**src/pmaam_pkg.sv**
```systemverilog
`default_nettype none
package pmaam_pkg;
  // ----------------------------------------
  // timing
  // ----------------------------------------
  localparam int unsigned CLK_PERIOD_NS = 40;
  localparam int unsigned TICK_NS       = 1000;
  localparam int unsigned TICK_CYC      = (TICK_NS + CLK_PERIOD_NS - 1) / CLK_PERIOD_NS;
  // ----------------------------------------
  // register byte offsets
  // ----------------------------------------
  localparam logic [7:0] ADR_CONFIG = 8'h00;
  localparam logic [7:0] ADR_ADC    = 8'h04;
  localparam logic [7:0] ADR_DIAG   = 8'h08;
  localparam logic [7:0] ADR_CUR_LO = 8'h0C;
  localparam logic [7:0] ADR_CUR_HI = 8'h10;
  localparam logic [7:0] ADR_BUS_HI = 8'h14;
  localparam logic [7:0] ADR_BUS_LO = 8'h18;
  localparam logic [7:0] ADR_TEMP   = 8'h1C;
  localparam logic [7:0] ADR_PWR    = 8'h20;
  // ----------------------------------------
  // reset values
  // ----------------------------------------
  localparam logic [15:0] RST_ADC    = 16'h7000;
  localparam logic [15:0] RST_CUR_LO = 16'h8000;
  localparam logic [15:0] RST_CUR_HI = 16'h7FFF;
  localparam logic [15:0] RST_BUS_HI = 16'h7FFF;
  localparam logic [15:0] RST_BUS_LO = 16'h0000;
  localparam logic [15:0] RST_TEMP   = 16'hFFFF;
  localparam logic [15:0] RST_PWR    = 16'h7FFF;
  localparam logic [3:0]  RST_CTL    = 4'h0;
  // ----------------------------------------
  // field positions
  // ----------------------------------------
  localparam int unsigned CFG_RST_BIT  = 15;
  localparam int unsigned ADC_MODE_LSB = 12;
  localparam int unsigned ADC_BCT_LSB  = 9;
  localparam int unsigned ADC_SCT_LSB  = 6;
  localparam int unsigned ADC_TCT_LSB  = 3;
  localparam int unsigned ADC_AVG_LSB  = 0;
  localparam int unsigned MODE_CUR_BIT = 0;
  localparam int unsigned MODE_BUS_BIT = 1;
  localparam int unsigned MODE_CON_BIT = 2;
  localparam int unsigned DG_DONE_BIT  = 10;
  localparam int unsigned DG_CTL_LSB   = 12;
  // ----------------------------------------
  // types and tables
  // ----------------------------------------
  typedef enum logic [3:0] {
    ST_IDLE  = 4'h1,
    ST_TEMP  = 4'h2,
    ST_SHUNT = 4'h4,
    ST_BUS   = 4'h8
  } pmaam_state_e;

  function automatic logic [12:0] ct_us(input logic [2:0] code);
    case (code)
      3'h0:    ct_us = 13'h0032;
      3'h1:    ct_us = 13'h0054;
      3'h2:    ct_us = 13'h0096;
      3'h3:    ct_us = 13'h0118;
      3'h4:    ct_us = 13'h021C;
      3'h5:    ct_us = 13'h041C;
      3'h6:    ct_us = 13'h081A;
      default: ct_us = 13'h1018;
    endcase
  endfunction : ct_us

  function automatic logic [10:0] avg_n(input logic [2:0] code);
    case (code)
      3'h0:    avg_n = 11'h001;
      3'h1:    avg_n = 11'h004;
      3'h2:    avg_n = 11'h010;
      3'h3:    avg_n = 11'h040;
      3'h4:    avg_n = 11'h080;
      3'h5:    avg_n = 11'h100;
      3'h6:    avg_n = 11'h200;
      default: avg_n = 11'h400;
    endcase
  endfunction : avg_n
endpackage : pmaam_pkg
`default_nettype wire

```
**src/pmaam_top.sv**
```systemverilog
// The implementer's own choices: the register offsets and the Wishbone interface to the registers.
`default_nettype none
// Overview of operation
// - each conversion step ends with a settled result after one selected period; a step opened by a start write can end up to one tick early
// - bus conversion period selects on its own, 50 us to 4.12 ms
// - current result takes temperature period plus shunt period
// - averaging count 1 to 1024, same count for every enabled channel
// - results compare against limits; a passed limit asserts the alert
// - with hold enabled the alert stays asserted after conditions clear
// - reading diagnostic status releases the held alert
// - with done signalling enabled the alert asserts when a sequence completes
// - done flag records every completed sequence regardless of done signalling
// - averaged compare checks limits against averaged results at sequence end
// - alert active low after reset; invert bit makes it active high; open drain
// - arithmetic overflow sets a status flag that never drives the alert
// - trim memory status reads one while the trim storage is healthy
// - energy and charge overflows set own flags, not driving the alert
// - shutdown mode stops conversions while registers stay accessible
// - shutdown holds until a triggered or continuous mode is written
// - a triggered sequence completes and then returns to shutdown
// - power-on reset returns every register to its default
// - config reset bit resets registers exactly like power-on reset
// - the internal time base paces conversions and the elapsed time count
// - done flag sets only after all channels and all averages finish
// - done flag clears on non-shutdown converter config write or status read
module pmaam_top #(
  parameter int unsigned TICK_CYC = pmaam_pkg::TICK_CYC
) (
  input  wire logic        sys_clk,
  input  wire logic        rst,
  input  wire logic        wb_cyc_i,
  input  wire logic        wb_stb_i,
  input  wire logic        wb_we_i,
  input  wire logic [7:0]  wb_adr_i,
  input  wire logic [3:0]  wb_sel_i,
  input  wire logic [31:0] wb_dat_i,
  output logic      [31:0] wb_dat_o,
  output logic             wb_ack_o,
  input  wire logic [15:0] raw_current,
  input  wire logic [15:0] raw_bus,
  input  wire logic [15:0] raw_temp,
  input  wire logic [15:0] avg_current,
  input  wire logic [15:0] avg_bus,
  input  wire logic [15:0] avg_temp,
  input  wire logic [15:0] avg_power,
  input  wire logic        math_ovf_evt,
  input  wire logic        energy_ovf_evt,
  input  wire logic        charge_ovf_evt,
  input  wire logic        trim_memory_ok,
  output logic             alert_out,
  output logic             alert_oe,
  output logic             sample_strobe,
  output logic             seq_done,
  output logic             conv_busy,
  output logic      [31:0] elapsed_us
);
  if (TICK_CYC < 1 || TICK_CYC > 65535)
  begin : g_bad_tick
    $error("TICK_CYC out of range");
  end

  // ----------------------------------------
  // registers and reset
  // ----------------------------------------
  logic               soft_rst_r;
  logic               sreset;
  logic [15:0]        adc_cfg_r;
  logic [3:0]         ctl_r;
  logic [15:0]        current_low_threshold, current_high_threshold;
  logic [15:0]        bus_high_threshold, bus_low_threshold, temp_thr_r, power_high_threshold;
  logic               acc, wr, rd_diag, wr_adc, start, stop;
  logic [15:0]        wval, rd_val;
  logic [2:0]         new_mode;
  logic [15:0]        diag_val;
  logic               hold_output_enable, done_signal_enable;
  logic               averaged_compare_enable, output_sense_invert;

  assign sreset = rst | soft_rst_r;
  assign acc = wb_cyc_i & wb_stb_i & ~wb_ack_o;
  assign wr = acc & wb_we_i;
  assign rd_diag = acc & ~wb_we_i & (wb_adr_i == pmaam_pkg::ADR_DIAG);
  assign hold_output_enable = ctl_r[3];
  assign done_signal_enable = ctl_r[2];
  assign output_sense_invert = ctl_r[1];
  assign averaged_compare_enable = ctl_r[0];

  function automatic logic [15:0] merge(input logic [15:0] old);
    merge = {wb_sel_i[1] ? wb_dat_i[15:8] : old[15:8], wb_sel_i[0] ? wb_dat_i[7:0] : old[7:0]};
  endfunction : merge

  assign wval = merge(adc_cfg_r);
  assign wr_adc = wr & (wb_adr_i == pmaam_pkg::ADR_ADC);
  assign new_mode = wval[pmaam_pkg::ADC_MODE_LSB +: 3];
  assign start = wr_adc & (new_mode[1:0] != 2'h0);
  assign stop = wr_adc & ~start;

  always_ff @(posedge sys_clk)
  begin
    if (sreset)
      soft_rst_r <= 1'b0;
    else
      soft_rst_r <= wr & (wb_adr_i == pmaam_pkg::ADR_CONFIG) & wb_sel_i[1]
                    & wb_dat_i[pmaam_pkg::CFG_RST_BIT];
  end

  always_ff @(posedge sys_clk)
  begin
    if (sreset)
    begin
      adc_cfg_r <= pmaam_pkg::RST_ADC;
      ctl_r <= pmaam_pkg::RST_CTL;
      current_low_threshold <= pmaam_pkg::RST_CUR_LO;
      current_high_threshold <= pmaam_pkg::RST_CUR_HI;
      bus_high_threshold <= pmaam_pkg::RST_BUS_HI;
      bus_low_threshold <= pmaam_pkg::RST_BUS_LO;
      temp_thr_r <= pmaam_pkg::RST_TEMP;
      power_high_threshold <= pmaam_pkg::RST_PWR;
    end
    else if (wr)
    begin
      if (wb_adr_i == pmaam_pkg::ADR_ADC)
        adc_cfg_r <= wval;
      else if (wb_adr_i == pmaam_pkg::ADR_DIAG && wb_sel_i[1])
        ctl_r <= wb_dat_i[pmaam_pkg::DG_CTL_LSB +: 4];
      else if (wb_adr_i == pmaam_pkg::ADR_CUR_LO)
        current_low_threshold <= merge(current_low_threshold);
      else if (wb_adr_i == pmaam_pkg::ADR_CUR_HI)
        current_high_threshold <= merge(current_high_threshold);
      else if (wb_adr_i == pmaam_pkg::ADR_BUS_HI)
        bus_high_threshold <= merge(bus_high_threshold);
      else if (wb_adr_i == pmaam_pkg::ADR_BUS_LO)
        bus_low_threshold <= merge(bus_low_threshold);
      else if (wb_adr_i == pmaam_pkg::ADR_TEMP)
        temp_thr_r <= merge(temp_thr_r);
      else if (wb_adr_i == pmaam_pkg::ADR_PWR)
        power_high_threshold <= merge(power_high_threshold);
    end
  end

  // ----------------------------------------
  // time base and conversion sequencer
  // ----------------------------------------
  logic [15:0]               tick_cnt_r;
  logic                      tick_r;
  logic [12:0]               us_cnt_r;
  logic [12:0]               cur_ct;
  logic [10:0]               avg_cnt_r;
  logic [10:0]               navg;
  pmaam_pkg::pmaam_state_e   state_r;
  logic                      step_end, last_step, seq_end, done_pulse;
  logic                      m_cur, m_bus, m_con;

  assign m_cur = adc_cfg_r[pmaam_pkg::ADC_MODE_LSB + pmaam_pkg::MODE_CUR_BIT];
  assign m_bus = adc_cfg_r[pmaam_pkg::ADC_MODE_LSB + pmaam_pkg::MODE_BUS_BIT];
  assign m_con = adc_cfg_r[pmaam_pkg::ADC_MODE_LSB + pmaam_pkg::MODE_CON_BIT];
  assign navg = pmaam_pkg::avg_n(adc_cfg_r[pmaam_pkg::ADC_AVG_LSB +: 3]);

  always_ff @(posedge sys_clk)
  begin
    if (sreset || tick_cnt_r == 16'(TICK_CYC - 1))
      tick_cnt_r <= 16'h0000;
    else
      tick_cnt_r <= tick_cnt_r + 16'h0001;
  end

  always_ff @(posedge sys_clk)
  begin
    if (sreset)
      tick_r <= 1'b0;
    else
      tick_r <= (tick_cnt_r == 16'(TICK_CYC - 1));
  end

  always_comb
  begin
    case (state_r)
      pmaam_pkg::ST_TEMP:  cur_ct = pmaam_pkg::ct_us(adc_cfg_r[pmaam_pkg::ADC_TCT_LSB +: 3]);
      pmaam_pkg::ST_SHUNT: cur_ct = pmaam_pkg::ct_us(adc_cfg_r[pmaam_pkg::ADC_SCT_LSB +: 3]);
      default:             cur_ct = pmaam_pkg::ct_us(adc_cfg_r[pmaam_pkg::ADC_BCT_LSB +: 3]);
    endcase
  end

  // a step closes one full period after it opened, or up to one tick sooner if a start write opened it, filter already settled
  assign step_end = tick_r & (us_cnt_r == cur_ct - 13'h0001) & (state_r != pmaam_pkg::ST_IDLE);
  assign last_step = (state_r == pmaam_pkg::ST_BUS) | ((state_r == pmaam_pkg::ST_SHUNT) & ~m_bus);
  assign seq_end = step_end & last_step;
  assign done_pulse = seq_end & (avg_cnt_r == navg - 11'h001);

  always_ff @(posedge sys_clk)
  begin
    if (sreset || start || step_end)
      us_cnt_r <= 13'h0000;
    else if (tick_r)
      us_cnt_r <= us_cnt_r + 13'h0001;
  end

  always_ff @(posedge sys_clk)
  begin
    if (sreset || start || stop || done_pulse)
      avg_cnt_r <= 11'h000;
    else if (seq_end)
      avg_cnt_r <= avg_cnt_r + 11'h001;
  end

  always_ff @(posedge sys_clk)
  begin
    if (sreset)
      state_r <= pmaam_pkg::ST_IDLE;
    else if (start)
      state_r <= new_mode[pmaam_pkg::MODE_CUR_BIT] ? pmaam_pkg::ST_TEMP : pmaam_pkg::ST_BUS;
    else if (stop)
      state_r <= pmaam_pkg::ST_IDLE;
    else if (step_end)
    begin
      if (state_r == pmaam_pkg::ST_TEMP)
        state_r <= pmaam_pkg::ST_SHUNT;
      else if (!last_step)
        state_r <= pmaam_pkg::ST_BUS;
      else if (done_pulse && !m_con)
        state_r <= pmaam_pkg::ST_IDLE;
      else
        state_r <= m_cur ? pmaam_pkg::ST_TEMP : pmaam_pkg::ST_BUS;
    end
  end

  always_ff @(posedge sys_clk)
  begin
    if (sreset)
    begin
      sample_strobe <= 1'b0;
      seq_done <= 1'b0;
      conv_busy <= 1'b0;
      elapsed_us <= 32'h0000_0000;
    end
    else
    begin
      sample_strobe <= step_end;
      seq_done <= done_pulse;
      conv_busy <= (state_r != pmaam_pkg::ST_IDLE);
      if (tick_r && m_con && state_r != pmaam_pkg::ST_IDLE)
        elapsed_us <= elapsed_us + 32'h0000_0001;
    end
  end

  // ----------------------------------------
  // limit comparison
  // ----------------------------------------
  logic [5:0] lim_r;
  logic       cmp_cur, cmp_bus, cmp_tmp;
  logic [15:0] v_cur, v_bus, v_tmp;

  function automatic logic [15:0] pos(input logic [15:0] v);
    pos = v[15] ? 16'h0000 : v;
  endfunction : pos

  assign cmp_cur = averaged_compare_enable ? done_pulse & m_cur
                                           : step_end & (state_r == pmaam_pkg::ST_SHUNT);
  assign cmp_bus = averaged_compare_enable ? done_pulse & m_bus
                                           : step_end & (state_r == pmaam_pkg::ST_BUS);
  assign cmp_tmp = averaged_compare_enable ? done_pulse & m_cur
                                           : step_end & (state_r == pmaam_pkg::ST_TEMP);
  assign v_cur = averaged_compare_enable ? avg_current : raw_current;
  assign v_bus = averaged_compare_enable ? avg_bus : raw_bus;
  assign v_tmp = averaged_compare_enable ? avg_temp : raw_temp;

  // lim_r: 0 power_high_flag 1 bus_low_flag 2 bus_high_flag 3 current_low_flag 4 current_high_flag 5 temp_high_flag
  always_ff @(posedge sys_clk)
  begin
    if (sreset)
      lim_r <= 6'h00;
    else
    begin
      if (cmp_cur)
      begin
        lim_r[3] <= $signed(v_cur) < $signed(current_low_threshold);
        lim_r[4] <= $signed(v_cur) > $signed(current_high_threshold);
      end
      if (cmp_bus)
      begin
        lim_r[2] <= pos(v_bus) > bus_high_threshold;
        lim_r[1] <= pos(v_bus) < bus_low_threshold;
      end
      if (cmp_tmp)
        lim_r[5] <= pos(v_tmp) > temp_thr_r;
      if (done_pulse && m_bus)
        lim_r[0] <= $signed(avg_power) > $signed(power_high_threshold);
    end
  end

  // ----------------------------------------
  // status flags
  // ----------------------------------------
  logic done_flag, arithmetic_overflow_flag, energy_accum_overflow_flag, charge_accum_overflow_flag;

  always_ff @(posedge sys_clk)
  begin
    if (sreset)
      done_flag <= 1'b0;
    else if (done_pulse)
      done_flag <= 1'b1;
    else if (rd_diag || start)
      done_flag <= 1'b0;
  end

  always_ff @(posedge sys_clk)
  begin
    if (sreset)
    begin
      arithmetic_overflow_flag <= 1'b0;
      energy_accum_overflow_flag <= 1'b0;
      charge_accum_overflow_flag <= 1'b0;
    end
    else
    begin
      arithmetic_overflow_flag <= math_ovf_evt | (arithmetic_overflow_flag & ~rd_diag);
      energy_accum_overflow_flag <= energy_ovf_evt | (energy_accum_overflow_flag & ~rd_diag);
      charge_accum_overflow_flag <= charge_ovf_evt | (charge_accum_overflow_flag & ~rd_diag);
    end
  end

  assign diag_val = {ctl_r, 1'b0, done_flag, charge_accum_overflow_flag, energy_accum_overflow_flag,
                     arithmetic_overflow_flag, trim_memory_ok, lim_r};

  // ----------------------------------------
  // alert output
  // ----------------------------------------
  logic alert_raw, hold_r, alert_act;

  assign alert_raw = (|lim_r) | (done_signal_enable & done_flag);
  assign alert_act = alert_raw | (hold_output_enable & hold_r);

  always_ff @(posedge sys_clk)
  begin
    if (sreset)
      hold_r <= 1'b0;
    else if (alert_raw)
      hold_r <= 1'b1;
    else if (rd_diag || !hold_output_enable)
      hold_r <= 1'b0;
  end

  always_ff @(posedge sys_clk)
  begin
    if (sreset)
    begin
      alert_out <= 1'b0;
      alert_oe <= 1'b0;
    end
    else
    begin
      alert_out <= 1'b0;
      alert_oe <= alert_act ^ output_sense_invert;
    end
  end

  // ----------------------------------------
  // wishbone slave
  // ----------------------------------------
  always_comb
  begin
    if (wb_adr_i == pmaam_pkg::ADR_ADC)
      rd_val = adc_cfg_r;
    else if (wb_adr_i == pmaam_pkg::ADR_DIAG)
      rd_val = diag_val;
    else if (wb_adr_i == pmaam_pkg::ADR_CUR_LO)
      rd_val = current_low_threshold;
    else if (wb_adr_i == pmaam_pkg::ADR_CUR_HI)
      rd_val = current_high_threshold;
    else if (wb_adr_i == pmaam_pkg::ADR_BUS_HI)
      rd_val = bus_high_threshold;
    else if (wb_adr_i == pmaam_pkg::ADR_BUS_LO)
      rd_val = bus_low_threshold;
    else if (wb_adr_i == pmaam_pkg::ADR_TEMP)
      rd_val = temp_thr_r;
    else if (wb_adr_i == pmaam_pkg::ADR_PWR)
      rd_val = power_high_threshold;
    else
      rd_val = 16'h0000;
  end

  always_ff @(posedge sys_clk)
  begin
    if (sreset)
    begin
      wb_ack_o <= 1'b0;
      wb_dat_o <= 32'h0000_0000;
    end
    else
    begin
      wb_ack_o <= acc;
      if (acc && !wb_we_i)
        wb_dat_o <= {16'h0000, rd_val};
    end
  end

  // ----------------------------------------
  // assertions
  // ----------------------------------------
  property p_done_sets;
    @(posedge sys_clk) disable iff (sreset) done_pulse |=> done_flag;
  endproperty
  a_done_sets: assert property (p_done_sets) else $error("done flag missed a completion");

  property p_done_clears;
    @(posedge sys_clk) disable iff (sreset) (rd_diag && !done_pulse) |=> !done_flag;
  endproperty
  a_done_clears: assert property (p_done_clears) else $error("done flag survived status read");

  property p_polarity;
    @(posedge sys_clk) disable iff (sreset) 1'b1 |=> (alert_oe == ($past(alert_act) ^ $past(output_sense_invert)));
  endproperty
  a_polarity: assert property (p_polarity) else $error("alert pin level wrong for polarity");

  property p_hold;
    @(posedge sys_clk) disable iff (sreset)
      (hold_output_enable && alert_act && !rd_diag && !wr) |=> alert_act;
  endproperty
  a_hold: assert property (p_hold) else $error("held alert dropped without status read");

  property p_done_alert;
    @(posedge sys_clk) disable iff (sreset)
      (done_pulse && done_signal_enable && !wr) |=> ##1 alert_oe != $past(output_sense_invert);
  endproperty
  a_done_alert: assert property (p_done_alert) else $error("completion did not assert alert");

  property p_trig_return;
    @(posedge sys_clk) disable iff (sreset) (done_pulse && !m_con && !wr_adc) |=> state_r == pmaam_pkg::ST_IDLE;
  endproperty
  a_trig_return: assert property (p_trig_return) else $error("triggered sequence did not return to shutdown");

  property p_shutdown_stays;
    @(posedge sys_clk) disable iff (sreset) (state_r == pmaam_pkg::ST_IDLE && !start) |=> state_r == pmaam_pkg::ST_IDLE;
  endproperty
  a_shutdown_stays: assert property (p_shutdown_stays) else $error("left shutdown without command");

  property p_soft_reset;
    @(posedge sys_clk) disable iff (rst)
      soft_rst_r |=> (adc_cfg_r == pmaam_pkg::RST_ADC && current_low_threshold == pmaam_pkg::RST_CUR_LO && !done_flag);
  endproperty
  a_soft_reset: assert property (p_soft_reset) else $error("reset bit did not restore defaults");

  property p_avg_bound;
    @(posedge sys_clk) disable iff (sreset) avg_cnt_r < navg;
  endproperty
  a_avg_bound: assert property (p_avg_bound) else $error("average count exceeded selection");
endmodule : pmaam_top
`default_nettype wire

```
**config.mk**
```make
export PLATFORM = sky130hd
export DESIGN_NAME = pmaam_top
export DESIGN_NICKNAME = d
export VERILOG_FILES = /design/src/pmaam_pkg.sv /design/src/pmaam_top.sv
export SDC_FILE = /design/constraint.sdc
export NUM_CORES = 1
export LEC_CHECK = 0
export BUFFER_PORTS_ARGS = -buffer_cell sky130_fd_sc_hd__clkbuf_2
export CORE_ASPECT_RATIO = 2
export CORE_MARGIN = 2
export CORE_UTILIZATION = 45
export CTS_BUF_LIST = sky130_fd_sc_hd__clkbuf_4 sky130_fd_sc_hd__clkbuf_8 sky130_fd_sc_hd__clkbuf_16
export CTS_CLUSTER_DIAMETER = 100
export CTS_CLUSTER_SIZE = 40
export DETAILED_ROUTE_END_ITERATION = 10
export GPL_TIMING_DRIVEN = 0
export PLACE_DENSITY = 0.75
export SYNTH_ARGS = -nofsm -noshare
export SYNTH_HDL_FRONTEND = slang
export SYNTH_SLANG_ARGS = --single-unit
```
**constraint.sdc**
```tcl
create_clock -name sys_clk -period 4.22 [get_ports sys_clk]
set_input_delay 0.633 -clock sys_clk [delete_from_list [all_inputs] [get_ports sys_clk]]
set_output_delay 0.633 -clock sys_clk [all_outputs]
set_load 0.01 [all_outputs]
```
; ---- Word level (Yosys, flattened, before mapping)
; Index checks and enable logic that the tools add are counted.
[op_classes]
n_bitwise = 46
n_reduce_logical = 42
n_eq_ne = 39
n_mux = 34
magnitude_cmp = 6
n_addsub = 6
[op_table]
columns = operator, count
row1 = one-hot mux 13 bit (7 select lines), 3
row2 = 2-to-1 mux 16 bit, 11
row3 = one-hot mux 11 bit (7 select lines), 1
row4 = greater-than comparator 16 bit, 3
row5 = "equality test 3 bit, second input constant", 12
row6 = "adder 32 x 1 -> 32 bit, second input constant", 1
row7 = "equality test 8 x 5 -> 1 bit, second input constant", 4
row8 = 2-to-1 mux 4 bit, 8
row9 = 2-to-1 mux 15 bit, 2
row10 = AND 1 bit, 26
row11 = one-hot mux 13 bit (2 select lines), 1
row12 = "equality test 3 x 2 -> 1 bit, second input constant", 8
row13 = AND reduction 10 bit, 2
row14 = AND reduction 9 bit, 2
row15 = "adder 16 x 1 -> 16 bit, second input constant", 1
row16 = "equality test 16 x 5 -> 1 bit, second input constant", 1
row17 = "equality test 8 x 4 -> 1 bit, second input constant", 2
row18 = greater-than comparator 15 x 16 -> 1 bit, 1
row19 = less-than comparator 15 x 16 -> 1 bit, 1
row20 = less-than comparator 16 bit, 1
row21 = AND reduction 8 bit, 2
row22 = AND reduction 7 bit, 2
row23 = "adder 13 x 1 -> 13 bit, second input constant", 1
row24 = equality test 13 bit, 1
row25 = 28 further kinds, 76
[totals]
out_inout_bits = 70
reg_bits = 226

; ---- Logic depth before layout (Yosys ltp)
; Gate-level depths: netlist of run 1.
[logic_depth]
depth_word = 16
ltp_mapped = 17
mapped_depth_nobuf = 14

; ---- Worst setup path before layout of run 1
; Ideal clock, no wire load.
[synth_timing]
kind = reg-to-reg
start = register adc_cfg_r[1]
end = register avg_cnt_r[0]
stages_incl_launch_ff = 13
setup_slack_ps = 784
arrival_time_ps = 3318
period_less_slack_ps = 3436
t_required_ps = 4102
cell_sequence = dfxtp_1 > clkbuf_1 > or3_1 > ha_1 > clkbuf_1 > or3b_2 > a311o_1 > a31o_2 > nor4_1 > and2_1 > or3_1 > buf_2 > nor2_1
[synth_via]
elab_chain_cells = 6
[synth_rtl]
columns = element, line
row1 = "start, declared", pmaam_top.sv:67  ; logic [15:0] adc_cfg_r;
row2 = "start signal, assigned", pmaam_top.sv:110  ; adc_cfg_r <= pmaam_pkg::RST_ADC;
row3 = "start signal, assigned", pmaam_top.sv:122  ; adc_cfg_r <= wval;
row4 = equality test 3 bit (tied with other cells), pmaam_pkg.sv:70  ; case (code)
row5 = one-hot mux 11 bit (7 select lines) *, pmaam_pkg.sv:70
row6 = subtractor 11 x 1 -> 11 bit *, pmaam_top.sv:187  ; assign done_pulse = seq_end & (avg_cnt_r == navg - 11'h001);
row7 = equality test 11 bit *, pmaam_top.sv:187
row8 = AND 1 bit *, pmaam_top.sv:187
row9 = logical OR 1 bit *, pmaam_top.sv:199  ; if (sreset || start || stop || done_pulse)
row10 = "end signal, assigned", pmaam_top.sv:202  ; avg_cnt_r <= avg_cnt_r + 11'h001;
row11 = "end, declared", pmaam_top.sv:147  ; logic [10:0] avg_cnt_r;
; Every way passes the cells marked *; elsewhere a longest branch is shown, timed or not.
; A chain may end at the register's enable or synchronous reset.

; ---- Worst setup path after layout of run 1
[layout_timing]
start = register state_r[1]
end = register avg_cnt_r[9]
[layout_via]
elab_chain_cells = 9
[layout_rtl]
columns = element, line
row1 = "start, declared", pmaam_top.sv:149  ; pmaam_pkg::pmaam_state_e state_r;
row2 = "start signal, assigned", pmaam_top.sv:208  ; state_r <= pmaam_pkg::ST_IDLE;
row3 = "start signal, assigned", pmaam_top.sv:210  ; state_r <= new_mode[pmaam_pkg::MODE_CUR_BIT] ? pmaam_pkg::ST_TEMP : pmaam_pkg::ST_BUS;
row4 = "start signal, assigned", pmaam_top.sv:212  ; state_r <= pmaam_pkg::ST_IDLE;
row5 = equality test 4 x 3 -> 1 bit or equality test 4 x 2 -> 1 bit (tied branches), "pmaam_top.sv:176, pmaam_top.sv:185"
row6 = one-hot mux 13 bit (2 select lines), pmaam_top.sv:176  ; case (state_r)
row7 = subtractor 13 x 1 -> 13 bit, pmaam_top.sv:184  ; assign step_end = tick_r & (us_cnt_r == cur_ct - 13'h0001) & (state_r != pmaam_pkg::ST_IDLE);
row8 = equality test 13 bit, pmaam_top.sv:184
row9 = AND 1 bit (2 in series), pmaam_top.sv:184
row10 = AND 1 bit *, pmaam_top.sv:186  ; assign seq_end = step_end & last_step;
row11 = AND 1 bit, pmaam_top.sv:187
row12 = logical OR 1 bit, pmaam_top.sv:199
; Marks and branches as above.

==> impl_metrics.env, run 1 <==
export IMPL_synth_cell_types=65
export IMPL_dieArea_um2=31090
export IMPL_htreeDepth=1
export IMPL_io_pins=235
export IMPL_yosys_warnings=0
export IMPL_cts_buffers=10
export IMPL_grtUsageTotal_pct=27.05
export IMPL_finalWorstSetupSlack_ns=0.2682
export IMPL_vias=13100
export IMPL_syn_area_per_cell_um2=8.019
export IMPL_ir_drop_uv=245.8
export IMPL_synth_seq_cells=226
export IMPL_skew_ns=0.02120
export IMPL_cp_end_kind="flop"
export IMPL_grt_pass1_wl_um=66630
export IMPL_final_nets=2146
export IMPL_min_path_type="in2reg"
export IMPL_grt_pass1_vias=12360
export IMPL_p_per_area_nw_per_um2=250.2
export IMPL_initial_core_util_pct=45.51
export IMPL_clkPwrFrac_pct=33.8
export IMPL_worst_pin_slew_ns=1.205
export IMPL_grt_max_degree=41
export IMPL_finalWirelength_um=43460
export IMPL_period_minus_slack_ns=3.952
export IMPL_synth_edf_count=0
export IMPL_fin_util_pct=51.91
export IMPL_fp_row_count=89
export IMPL_cp_slowest_stage_delay_ns=0.49
export IMPL_async_flop_share_pct=0
export IMPL_seqPwrFrac_pct=56.7
export IMPL_ant_nets=0
export IMPL_slowest_stage="nor3b_1"
export IMPL_period_share_pct=93.64
export IMPL_cts_root_buf="clkbuf_16"
export IMPL_cts_sinks=226
export IMPL_clk_pin_slew_ns=0.15
export IMPL_port_buffers=193
export IMPL_fp_dieH_um=247.4
export IMPL_holdWs_ns=0.3347
export IMPL_p_switching_mw=1.004
export IMPL_cp_start_kind="flop"
export IMPL_place_congestion=1.013
export IMPL_switching_share_pct=26.39
export IMPL_power_mw=3.803
export IMPL_relSlewSlack_pct=18.90
export IMPL_diodes=0
export IMPL_tritoncts="built"
export IMPL_max_freq_ghz=0.2531
export IMPL_outcome="completed"
export IMPL_clk_latency_ns=0.51
export IMPL_routed_via_density=5.820
export IMPL_syn2layout_area_growth_pct=14.07
export IMPL_drive_above_1_share_pct=14.90
export IMPL_critPathMaxFanout=10
export IMPL_rsz0062_at_grt="false"
export IMPL_die_w_um=125.7
export IMPL_p_int_mw=2.800
export IMPL_max_cap_violations=0
export IMPL_dpl_hpwl_um=34540
export IMPL_remaining_drc_errors=0
export IMPL_core_area_um2=29290
export IMPL_cts_hold_fix_buffers=0
export IMPL_path_cells="buf_2 -> nor3b_1 -> and3_1 -> nor3_1 -> ha_1 -> xnor2_1 -> nor2_1 -> nand4_1 -> nor3b_1 -> nor4b_4 -> and3_1 -> buf_4 -> and2_2 -> or3_1 -> clkbuf_4 -> a21oi_1"
export IMPL_p_leak_nw=6.527
export IMPL_slew_violations=0
export IMPL_critPathArrivalTime_ns=4.35
export IMPL_ys_seq_area_share_pct=33.95
export IMPL_place_ws_ns=-0.4261
export IMPL_overflow=0
export IMPL_synth_ff_type="dfxtp_1"
export IMPL_antenna_found_initial=0
export IMPL_worstPathRequired_ns=4.62
export IMPL_syn_cell_area_um2=13330
export IMPL_final_hold_viol_count=0
export IMPL_combPwrFrac_pct=9.4
export IMPL_syn_inst=1662
export IMPL_setup_viol=0
export IMPL_dr_pass1_iters=8
export IMPL_wl_per_cell_um=19.32
export IMPL_drt_iter0_drc=1338
export IMPL_clk_path_buf_depth=3
export IMPL_worst_setup_path_type="reg2reg"
-- sequential cells by signal (all words and copies together), names as in the netlist, 6 cells and up --
signal and cells:
elapsed_us 32, adc_cfg_r 16, bus_high_threshold 16, bus_low_threshold 16, current_high_threshold 16, current_low_threshold 16
power_high_threshold 16, temp_thr_r 16, tick_cnt_r 16, wb_dat_o 16, us_cnt_r 13, avg_cnt_r 11
lim_r 6
-- per-stage QoR --
step	instance area, um2	setup TNS (ns)	instances
after detailed placement	14810	-3.827	2235
after CTS	15160	0	2249
after global routing	15200	0	2250
after global placement	14810	-3.571	2235
after floorplan	13390	0	1678
final	15200	0	2250
-- synth_stat cells (17+ instances only) --
master    instances  share of area, %
mux2i_1          51               3.8
o211ai_1         65               3.7
nand4_1          38               1.8
nor2_1          149               4.2
clkbuf_1         83               2.3
ha_1             98               9.2
nor3_1           23              0.86
dfxtp_1         226                34
nand2_1         189               5.3
o21ai_0          50               1.9
xnor2_1          25               1.6
and3_1           33               1.5
buf_4            18               1.0
a21oi_1         118               4.4
nand3_1          76               2.9
inv_1           111               3.1
a22oi_1          25               1.4
xor2_1           49               3.2
mux2_2           17               1.4
-- what timing repair did --
item	4_1_cts	5_1_grt
endpoints found under the setup margin	15	22
setup buffers	0	1
resized for setup	5	8
-- power by group through the flow --
stage	Sequential (mW)	Combinational [mW]	Clock (mW)
after floorplan	2.20	0.180	0
after global placement	2.20	0.347	0
after detailed placement	2.20	0.352	0
after CTS	2.16	0.353	1.30
after global routing	2.16	0.393	1.36
final	2.16	0.359	1.29
-- cell type report --
type / instances / area [um2]
Tap cell: 364 / 455.4
Clock buffer: 11 / 275.3
Buffer: 113 / 519.2
Inverter: 111 / 416.7
Clock inverter: 4 / 63.81
Multi-Input combinational cell: 1227 / 7974
Sequential cell: 226 / 4526
Timing Repair Buffer: 194 / 973.4
Fill cell: 2847 / 14080
-- cells by family after synthesis --
logic type | after synthesis | synth area share, %
compound gates | 355 | 17.32
xor+xnor | 74 | 4.863
fa+ha+maj | 98 | 9.200
buf+inv | 225 | 7.013
flops | 226 | 33.95
mux | 68 | 5.267
other cells | 1 | 0.02814
simple gates | 615 | 22.36
-- cell usage in the layout, fill, tap and decap left out, types with 65 or more instances in the layout --
master	Yosys	layout
dfxtp_1	226	225
o211ai_1	65	65
a21oi_1	118	117
nand3_1	76	75
clkbuf_1	83	80
nand2_1	189	189
clkbuf_2	1	196
nor2_1	149	149
ha_1	98	98
inv_1	111	111
-- worst paths after layout --
path	startpoint	endpoint	slack [ns]	cells past startpoint
setup / recovery	state_r[1]	avg_cnt_r[9]	0.27	16
hold reg to reg	bus_low_threshold[12]	bus_low_threshold[12]	0.48	2
hold / removal	charge_ovf_evt	charge_accum_overflow_flag	0.33	3
setup reg to reg	state_r[1]	avg_cnt_r[9]	0.27	16
-- metal layers --
layer  vias up  routed length (um)  global-route usage (%)
met5         -                   0                       0
met4         0                2551                   14.90
met3       127                3365                   2.695
met2       638               20760                   46.92
met1      6027               16780                   32.73
li1       6304                   -                       -
-- worst max-delay path, delay by kind of cell (launching register included) --
family / cells / cell delay, ns
buffers and inverters: 3 / 0.61
AOI/OAI and AO/OA: 1 / 0.06
adders and majority gates: 1 / 0.33
and+or+nand+nor: 10 / 2.32
DFF: 1 / 0.41
xor gates and xnor gates: 1 / 0.13
No activity file was read; power rests on OpenSTA's default activity.
==> run 2: changes to the inputs <==
--- a/config.mk
+++ b/config.mk
@@ -8,13 +8,13 @@
 export BUFFER_PORTS_ARGS = -buffer_cell sky130_fd_sc_hd__clkbuf_2
 export CORE_ASPECT_RATIO = 2
 export CORE_MARGIN = 2
-export CORE_UTILIZATION = 45
+export CORE_UTILIZATION = 57
 export CTS_BUF_LIST = sky130_fd_sc_hd__clkbuf_4 sky130_fd_sc_hd__clkbuf_8 sky130_fd_sc_hd__clkbuf_16
 export CTS_CLUSTER_DIAMETER = 100
 export CTS_CLUSTER_SIZE = 40
 export DETAILED_ROUTE_END_ITERATION = 10
 export GPL_TIMING_DRIVEN = 0
-export PLACE_DENSITY = 0.75
+export PLACE_DENSITY = 0.9
 export SYNTH_ARGS = -nofsm -noshare
 export SYNTH_HDL_FRONTEND = slang
 export SYNTH_SLANG_ARGS = --single-unit
==> run 2 against run 1 <==
Setup slack worse by 0.16 ns. Non-clock buffer count fell by 2. First-iteration DRC count fell by 7.7%. Critical endpoint is now lim_r[3]. Critical path type unchanged. Die area down 21%. Via count is 5.7% higher. Sequential share of layout area increased by 0.38 points. Routed wire length grew 13%. Register-to-register slack got worse by 0.16 ns. Clock-buffer cell count down 2. Largest cell class unchanged. Hold slack gained 0.0040 ns. Total power shrank 4.4%.
==> impl_metrics.env, run 2 (synthesized netlist as in run 1, its figures left out) <==
export IMPL_outcome="completed"
export IMPL_cts_buffers=9
export IMPL_final_nets=2143
export IMPL_grt_max_degree=41
export IMPL_top_register="elapsed_us"
export IMPL_io_pins=235
export IMPL_place_congestion=1.004
export IMPL_worst_pin_slew_ns=1.336
export IMPL_port_buffers=193
export IMPL_critPathArrivalTime_ns=4.53
export IMPL_ir_drop_uv=415.5
export IMPL_core_area_um2=23130
export IMPL_combPwrFrac_pct=10.3
export IMPL_grt_pass1_wl_um=72910
export IMPL_holdWs_ns=0.3387
export IMPL_slowest_stage="dfxtp_1"
export IMPL_cts_sinks=226
export IMPL_design_area_um2=15010
export IMPL_wl_per_cell_um=22.65
export IMPL_htreeDepth=1
export IMPL_syn2layout_area_growth_pct=12.60
export IMPL_hold_end="energy_accum_overflow_flag"
export IMPL_p_switching_uw=945.5
export IMPL_overflow=0
export IMPL_cp_slowest_stage_delay_ns=0.77
export IMPL_remaining_drc_errors=0
export IMPL_skew_ns=0.02896
export IMPL_max_cap_violations=0
export IMPL_mostFrequentLayoutCell="dfxtp_1"
export IMPL_max_freq_ghz=0.2432
export IMPL_path_cells="clkbuf_2 -> mux2_2 -> ha_1 -> nand2_1 -> a21oi_1 -> a211oi_1 -> o21ai_0 -> a2111oi_0 -> a2111oi_0 -> nor2_1 -> o22a_1 -> a211oi_1"
export IMPL_slew_violations=0
export IMPL_clk_latency_ns=0.51
export IMPL_stdcell_count=2162
export IMPL_relSlewSlack_pct=10.24
export IMPL_die_w_um=112.1
export IMPL_placed_cell_area_um2=14710
export IMPL_setup_viol=0
export IMPL_cp_start_kind="flop"
export IMPL_vias=13840
export IMPL_tritoncts="built"
export IMPL_ant_nets=0
export IMPL_worst_setup_path_type="reg2reg"
export IMPL_min_path_type="in2reg"
export IMPL_initial_core_util_pct=57.62
export IMPL_final_hold_viol_count=0
export IMPL_clkPwrFrac_pct=30.3
export IMPL_period_minus_slack_ns=4.111
export IMPL_dieArea_um2=24700
export IMPL_hold_path_depth=3
export IMPL_routed_via_density=6.401
export IMPL_r2r_end="lim_r[3]"
export IMPL_grtUsageTotal_pct=38.36
export IMPL_antenna_found_initial=0
export IMPL_finalWirelength_um=48980
export IMPL_place_ws_ns=-0.4514
export IMPL_setup_tns_ns=0
export IMPL_diodes=0
export IMPL_reg2reg_depth=12
export IMPL_fp_row_count=79
export IMPL_drive_above_1_share_pct=14.74
export IMPL_placed_cells=2154
export IMPL_min_from="energy_ovf_evt"
export IMPL_cts_hold_fix_buffers=0
export IMPL_final_cell_mix="226 x dfxtp_1, 195 x clkbuf_2, 189 x nand2_1"
export IMPL_p_leak_nw=6.478
export IMPL_p_per_area_nw_per_um2=242.2
export IMPL_grt_pass1_vias=13570
export IMPL_switching_share_pct=26.01
export IMPL_dr_pass1_iters=8
export IMPL_cts_root_buf="clkbuf_16"
export IMPL_p_int_mw=2.690
export IMPL_seqPwrFrac_pct=59.4
export IMPL_finalWorstSetupSlack_ns=0.1088
export IMPL_period_share_pct=97.42
export IMPL_fp_dieH_um=220.3
export IMPL_drt_iter0_drc=1235
export IMPL_worstPathRequired_ns=4.64
export IMPL_cp_end_kind="flop"
export IMPL_largest_reg_flops=32
export IMPL_clk_path_buf_depth=3
export IMPL_critPathMaxFanout=10
export IMPL_r2r_start="ctl_r[0]"
export IMPL_reg2reg_slack_ns=0.11
export IMPL_clk_pin_slew_ns=0.16
export IMPL_dpl_hpwl_um=38880
-- run 2: cell count changes in the layout (fill, tap and decap cells not counted), sizes merged --
cell	change
inv	-2
clkdlybuf4s15	+2
buf	-2
clkbuf	-4
clkinv	-1
-- run 2: worst max-delay path, delay by kind of cell (launching register included) --
family,cells,cell delay (ns)
AO/OA/AOI/OAI,7,1.94
flip-flops,1,0.77
buffers and inverters,1,0.43
multiplexers,1,0.41
adder cells (fa/ha/maj),1,0.31
AND/OR/NAND/NOR,2,0.16
-- run 2: final cells by class --
type | count | area [um2]
multi-input combinational | 1227 | 7976
inverter | 111 | 416.7
sequential | 226 | 4524
tap | 283 | 354.1
buffer | 112 | 528.0
fill | 1980 | 8123
timing repair buffer | 193 | 965.9
clock buffer | 9 | 225.2
clock inverter | 1 | 16.27
-- run 2: how the worst max path moves through the flow --
stage	startpoint	end	slack (ns)	depth (start not counted)
final	ctl_r[0]	lim_r[3]	0.11	12
after global routing	state_r[0]	avg_cnt_r[10]	-0.001	17
after CTS	ctl_r[0]	lim_r[5]	0.01	15
after detailed placement	ctl_r[0]	lim_r[5]	-0.45	15
after global placement	ctl_r[0]	lim_r[5]	-0.38	15
after floorplan	adc_cfg_r[1]	avg_cnt_r[0]	0.78	12
-- run 2: per-stage QoR --
| step | power [mW] | utilization (%) |
|---|---|---|
| 2_1_floorplan | 2.383 | - |
| 3_3_place_gp | 2.556 | 63.59 |
| 3_5_place_dp | 2.566 | 63.59 |
| 4_1_cts | 3.617 | 64.76 |
| 5_1_grt | 3.721 | 64.88 |
| 6_report | 3.635 | 64.88 |
-- run 2: what timing repair did --
action	CTS	global route
endpoints found under the setup margin	30	29
resized for setup	8	5
cloned	0	0
setup buffers	0	0
pin swaps	0	1
-- run 2: power by group through the flow --
stage	Clock [mW]	Sequential, mW	Combinational, mW
after global placement	0	2.20	0.352
after floorplan	0	2.20	0.180
after detailed placement	0	2.20	0.361
after global routing	1.16	2.16	0.399
after CTS	1.10	2.16	0.363
final	1.10	2.16	0.375
-- run 2: per-layer routing --
metal	wire length [um]	track usage, %
met1	15380	36.98
met2	24840	70.02
met3	3533	5.231
met4	5223	34.39
met5	0	0
==> run 3: changes to the inputs <==
--- a/config.mk
+++ b/config.mk
@@ -15,6 +15,7 @@
 export DETAILED_ROUTE_END_ITERATION = 10
 export GPL_TIMING_DRIVEN = 0
 export PLACE_DENSITY = 0.9
+export SETUP_SLACK_MARGIN = 0.15
 export SYNTH_ARGS = -nofsm -noshare
 export SYNTH_HDL_FRONTEND = slang
 export SYNTH_SLANG_ARGS = --single-unit
==> run 3 against run 2 <==
First-iteration DRC count decreased by 2.2%. Via count about the same. Register-to-register slack improved by 0.16 ns. Global-route usage about the same. Core utilization increased by 0.22 points. Hold slack improved by 0.0010 ns. Largest cell class unchanged. Sequential power about the same.
==> impl_metrics.env, run 3 (synthesized netlist as in run 1, its figures left out) <==
export IMPL_grt_pass1_vias=13600
export IMPL_tritoncts="built"
export IMPL_diodes=0
export IMPL_cts_buffers=9
export IMPL_dr_pass1_iters=6
export IMPL_outcome="completed"
export IMPL_min_path_type="in2reg"
export IMPL_placed_cell_area_um2=14710
export IMPL_drt_iter0_drc=1208
export IMPL_place_congestion=1.004
export IMPL_relSlewSlack_pct=9.035
export IMPL_clk_latency_ns=0.50
export IMPL_setup_viol=0
export IMPL_antenna_found_initial=0
export IMPL_ant_nets=0
export IMPL_final_cell_mix="225 x dfxtp_1, 198 x clkbuf_2, 188 x nand2_1"
export IMPL_fp_row_count=79
export IMPL_dpl_hpwl_um=38880
export IMPL_routed_via_density=6.390
export IMPL_io_pins=235
export IMPL_clk_path_buf_depth=3
export IMPL_top_register="elapsed_us"
export IMPL_critPathMaxFanout=10
export IMPL_largest_reg_flops=32
export IMPL_path_depth=13
export IMPL_final_hold_viol_count=0
export IMPL_cts_root_buf="clkbuf_16"
export IMPL_cp_end_kind="flop"
export IMPL_vias=13840
export IMPL_wl_per_cell_um=22.58
export IMPL_reg2reg_depth=13
export IMPL_cp_slowest_stage_delay_ns=0.75
export IMPL_critPathArrivalTime_ns=4.37
export IMPL_mostFrequentLayoutCell="dfxtp_1"
export IMPL_p_leak_nw=6.506
export IMPL_final_nets=2147
export IMPL_drive_above_1_share_pct=15.19
export IMPL_design_area_um2=15060
export IMPL_slew_violations=0
export IMPL_power_mw=3.638
export IMPL_setup_tns_ns=0
export IMPL_cts_sinks=226
export IMPL_cp_start_kind="flop"
export IMPL_port_buffers=193
export IMPL_grt_max_degree=41
export IMPL_htreeDepth=1
export IMPL_finalWirelength_um=48920
export IMPL_ir_drop_uv=415.1
export IMPL_initial_core_util_pct=57.62
export IMPL_grtUsageTotal_pct=38.40
export IMPL_rsz0062_at_grt="false"
export IMPL_core_area_um2=23130
export IMPL_fp_dieH_um=220.3
export IMPL_skew_ns=0.02966
export IMPL_crit_family="compound AO/OA/AOI/OAI gates"
export IMPL_remaining_drc_errors=0
export IMPL_worst_setup_path_type="reg2reg"
export IMPL_worst_pin_slew_ns=1.354
export IMPL_max_cap_violations=0
export IMPL_path_cells="clkbuf_2 -> clkbuf_2 -> mux2_2 -> ha_1 -> nand2_1 -> a21oi_1 -> a211oi_1 -> o21ai_0 -> a2111oi_0 -> a2111oi_0 -> nor2_1 -> o22a_1 -> a211oi_1"
export IMPL_worst_path_buf_inv=2
export IMPL_syn2layout_area_growth_pct=12.98
export IMPL_period_share_pct=93.61
export IMPL_nFillCells=1976
export IMPL_overflow=0
export IMPL_die_w_um=112.1
export IMPL_grt_pass1_wl_um=73060
export IMPL_worstPathRequired_ns=4.64
export IMPL_max_freq_ghz=0.2531
export IMPL_p_per_area_nw_per_um2=241.6
export IMPL_slowest_stage="a2111oi_0"
export IMPL_dieArea_um2=24700
export IMPL_clk_pin_slew_ns=0.16
export IMPL_hold_path_depth=3
export IMPL_period_minus_slack_ns=3.950
-- run 3: repair_timing --
action	in CTS	in global routing
buffers inserted	0	2
hold buffers	0	0
endpoints found under the hold margin	0	0
pin swaps	0	4
resized for setup	12	12
setup endpoints to repair	32	29
-- run 3: worst min-delay path, stage by stage --
cell,delay [ns]
clkbuf_2,0.08
a21oi_1,0.03
nor2_1,0.06
-- run 3: per-stage QoR --
step | util (%) | instances | setup WS [ns] | hold slack, ns
global placement | 63.59 | 2154 | -0.3774 | 0.4382
CTS | 64.83 | 2164 | 0.1760 | 0.3419
floorplan | - | 1678 | 0.7841 | 0.4300
detailed placement | 63.59 | 2154 | -0.4514 | 0.4621
finish | 65.10 | 2166 | 0.2697 | 0.3397
global route | 65.10 | 2166 | 0.1564 | 0.3477
-- run 3: metal layers --
metal	part of all wire (%)	global-route usage (%)
met1	31	36.76
met2	50	69.76
met3	7.6	5.533
met4	11	35.33
met5	0	0
-- run 3: power breakdown --
part | total (mW) | switching (mW) | internal (mW)
combinational | 0.376 | 0.234 | 0.143
sequential | 2.16 | 0.0121 | 2.15
clock | 1.10 | 0.702 | 0.401
total | 3.64 | 0.947 | 2.69
-- run 3: final timing paths --
kind	startpoint	to	slack, ns
worst max-delay path	ctl_r[0]	lim_r[3]	0.27
worst min-delay path	math_ovf_evt	arithmetic_overflow_flag	0.34
worst max register to register	ctl_r[0]	lim_r[3]	0.27
worst min register to register	hold_r	hold_r	0.48
-- run 3: area by class of cell --
type	instances	area, um2	share of cell area [%]
multi-input combinational	1227	7998	53.11
sequential	226	4526	30.05
timing repair buffer	195	980.9	6.514
buffer	114	541.8	3.598
inverter	111	416.7	2.767
tap	283	354.1	2.351
clock buffer	9	225.2	1.496
clock inverter	1	16.27	0.1080
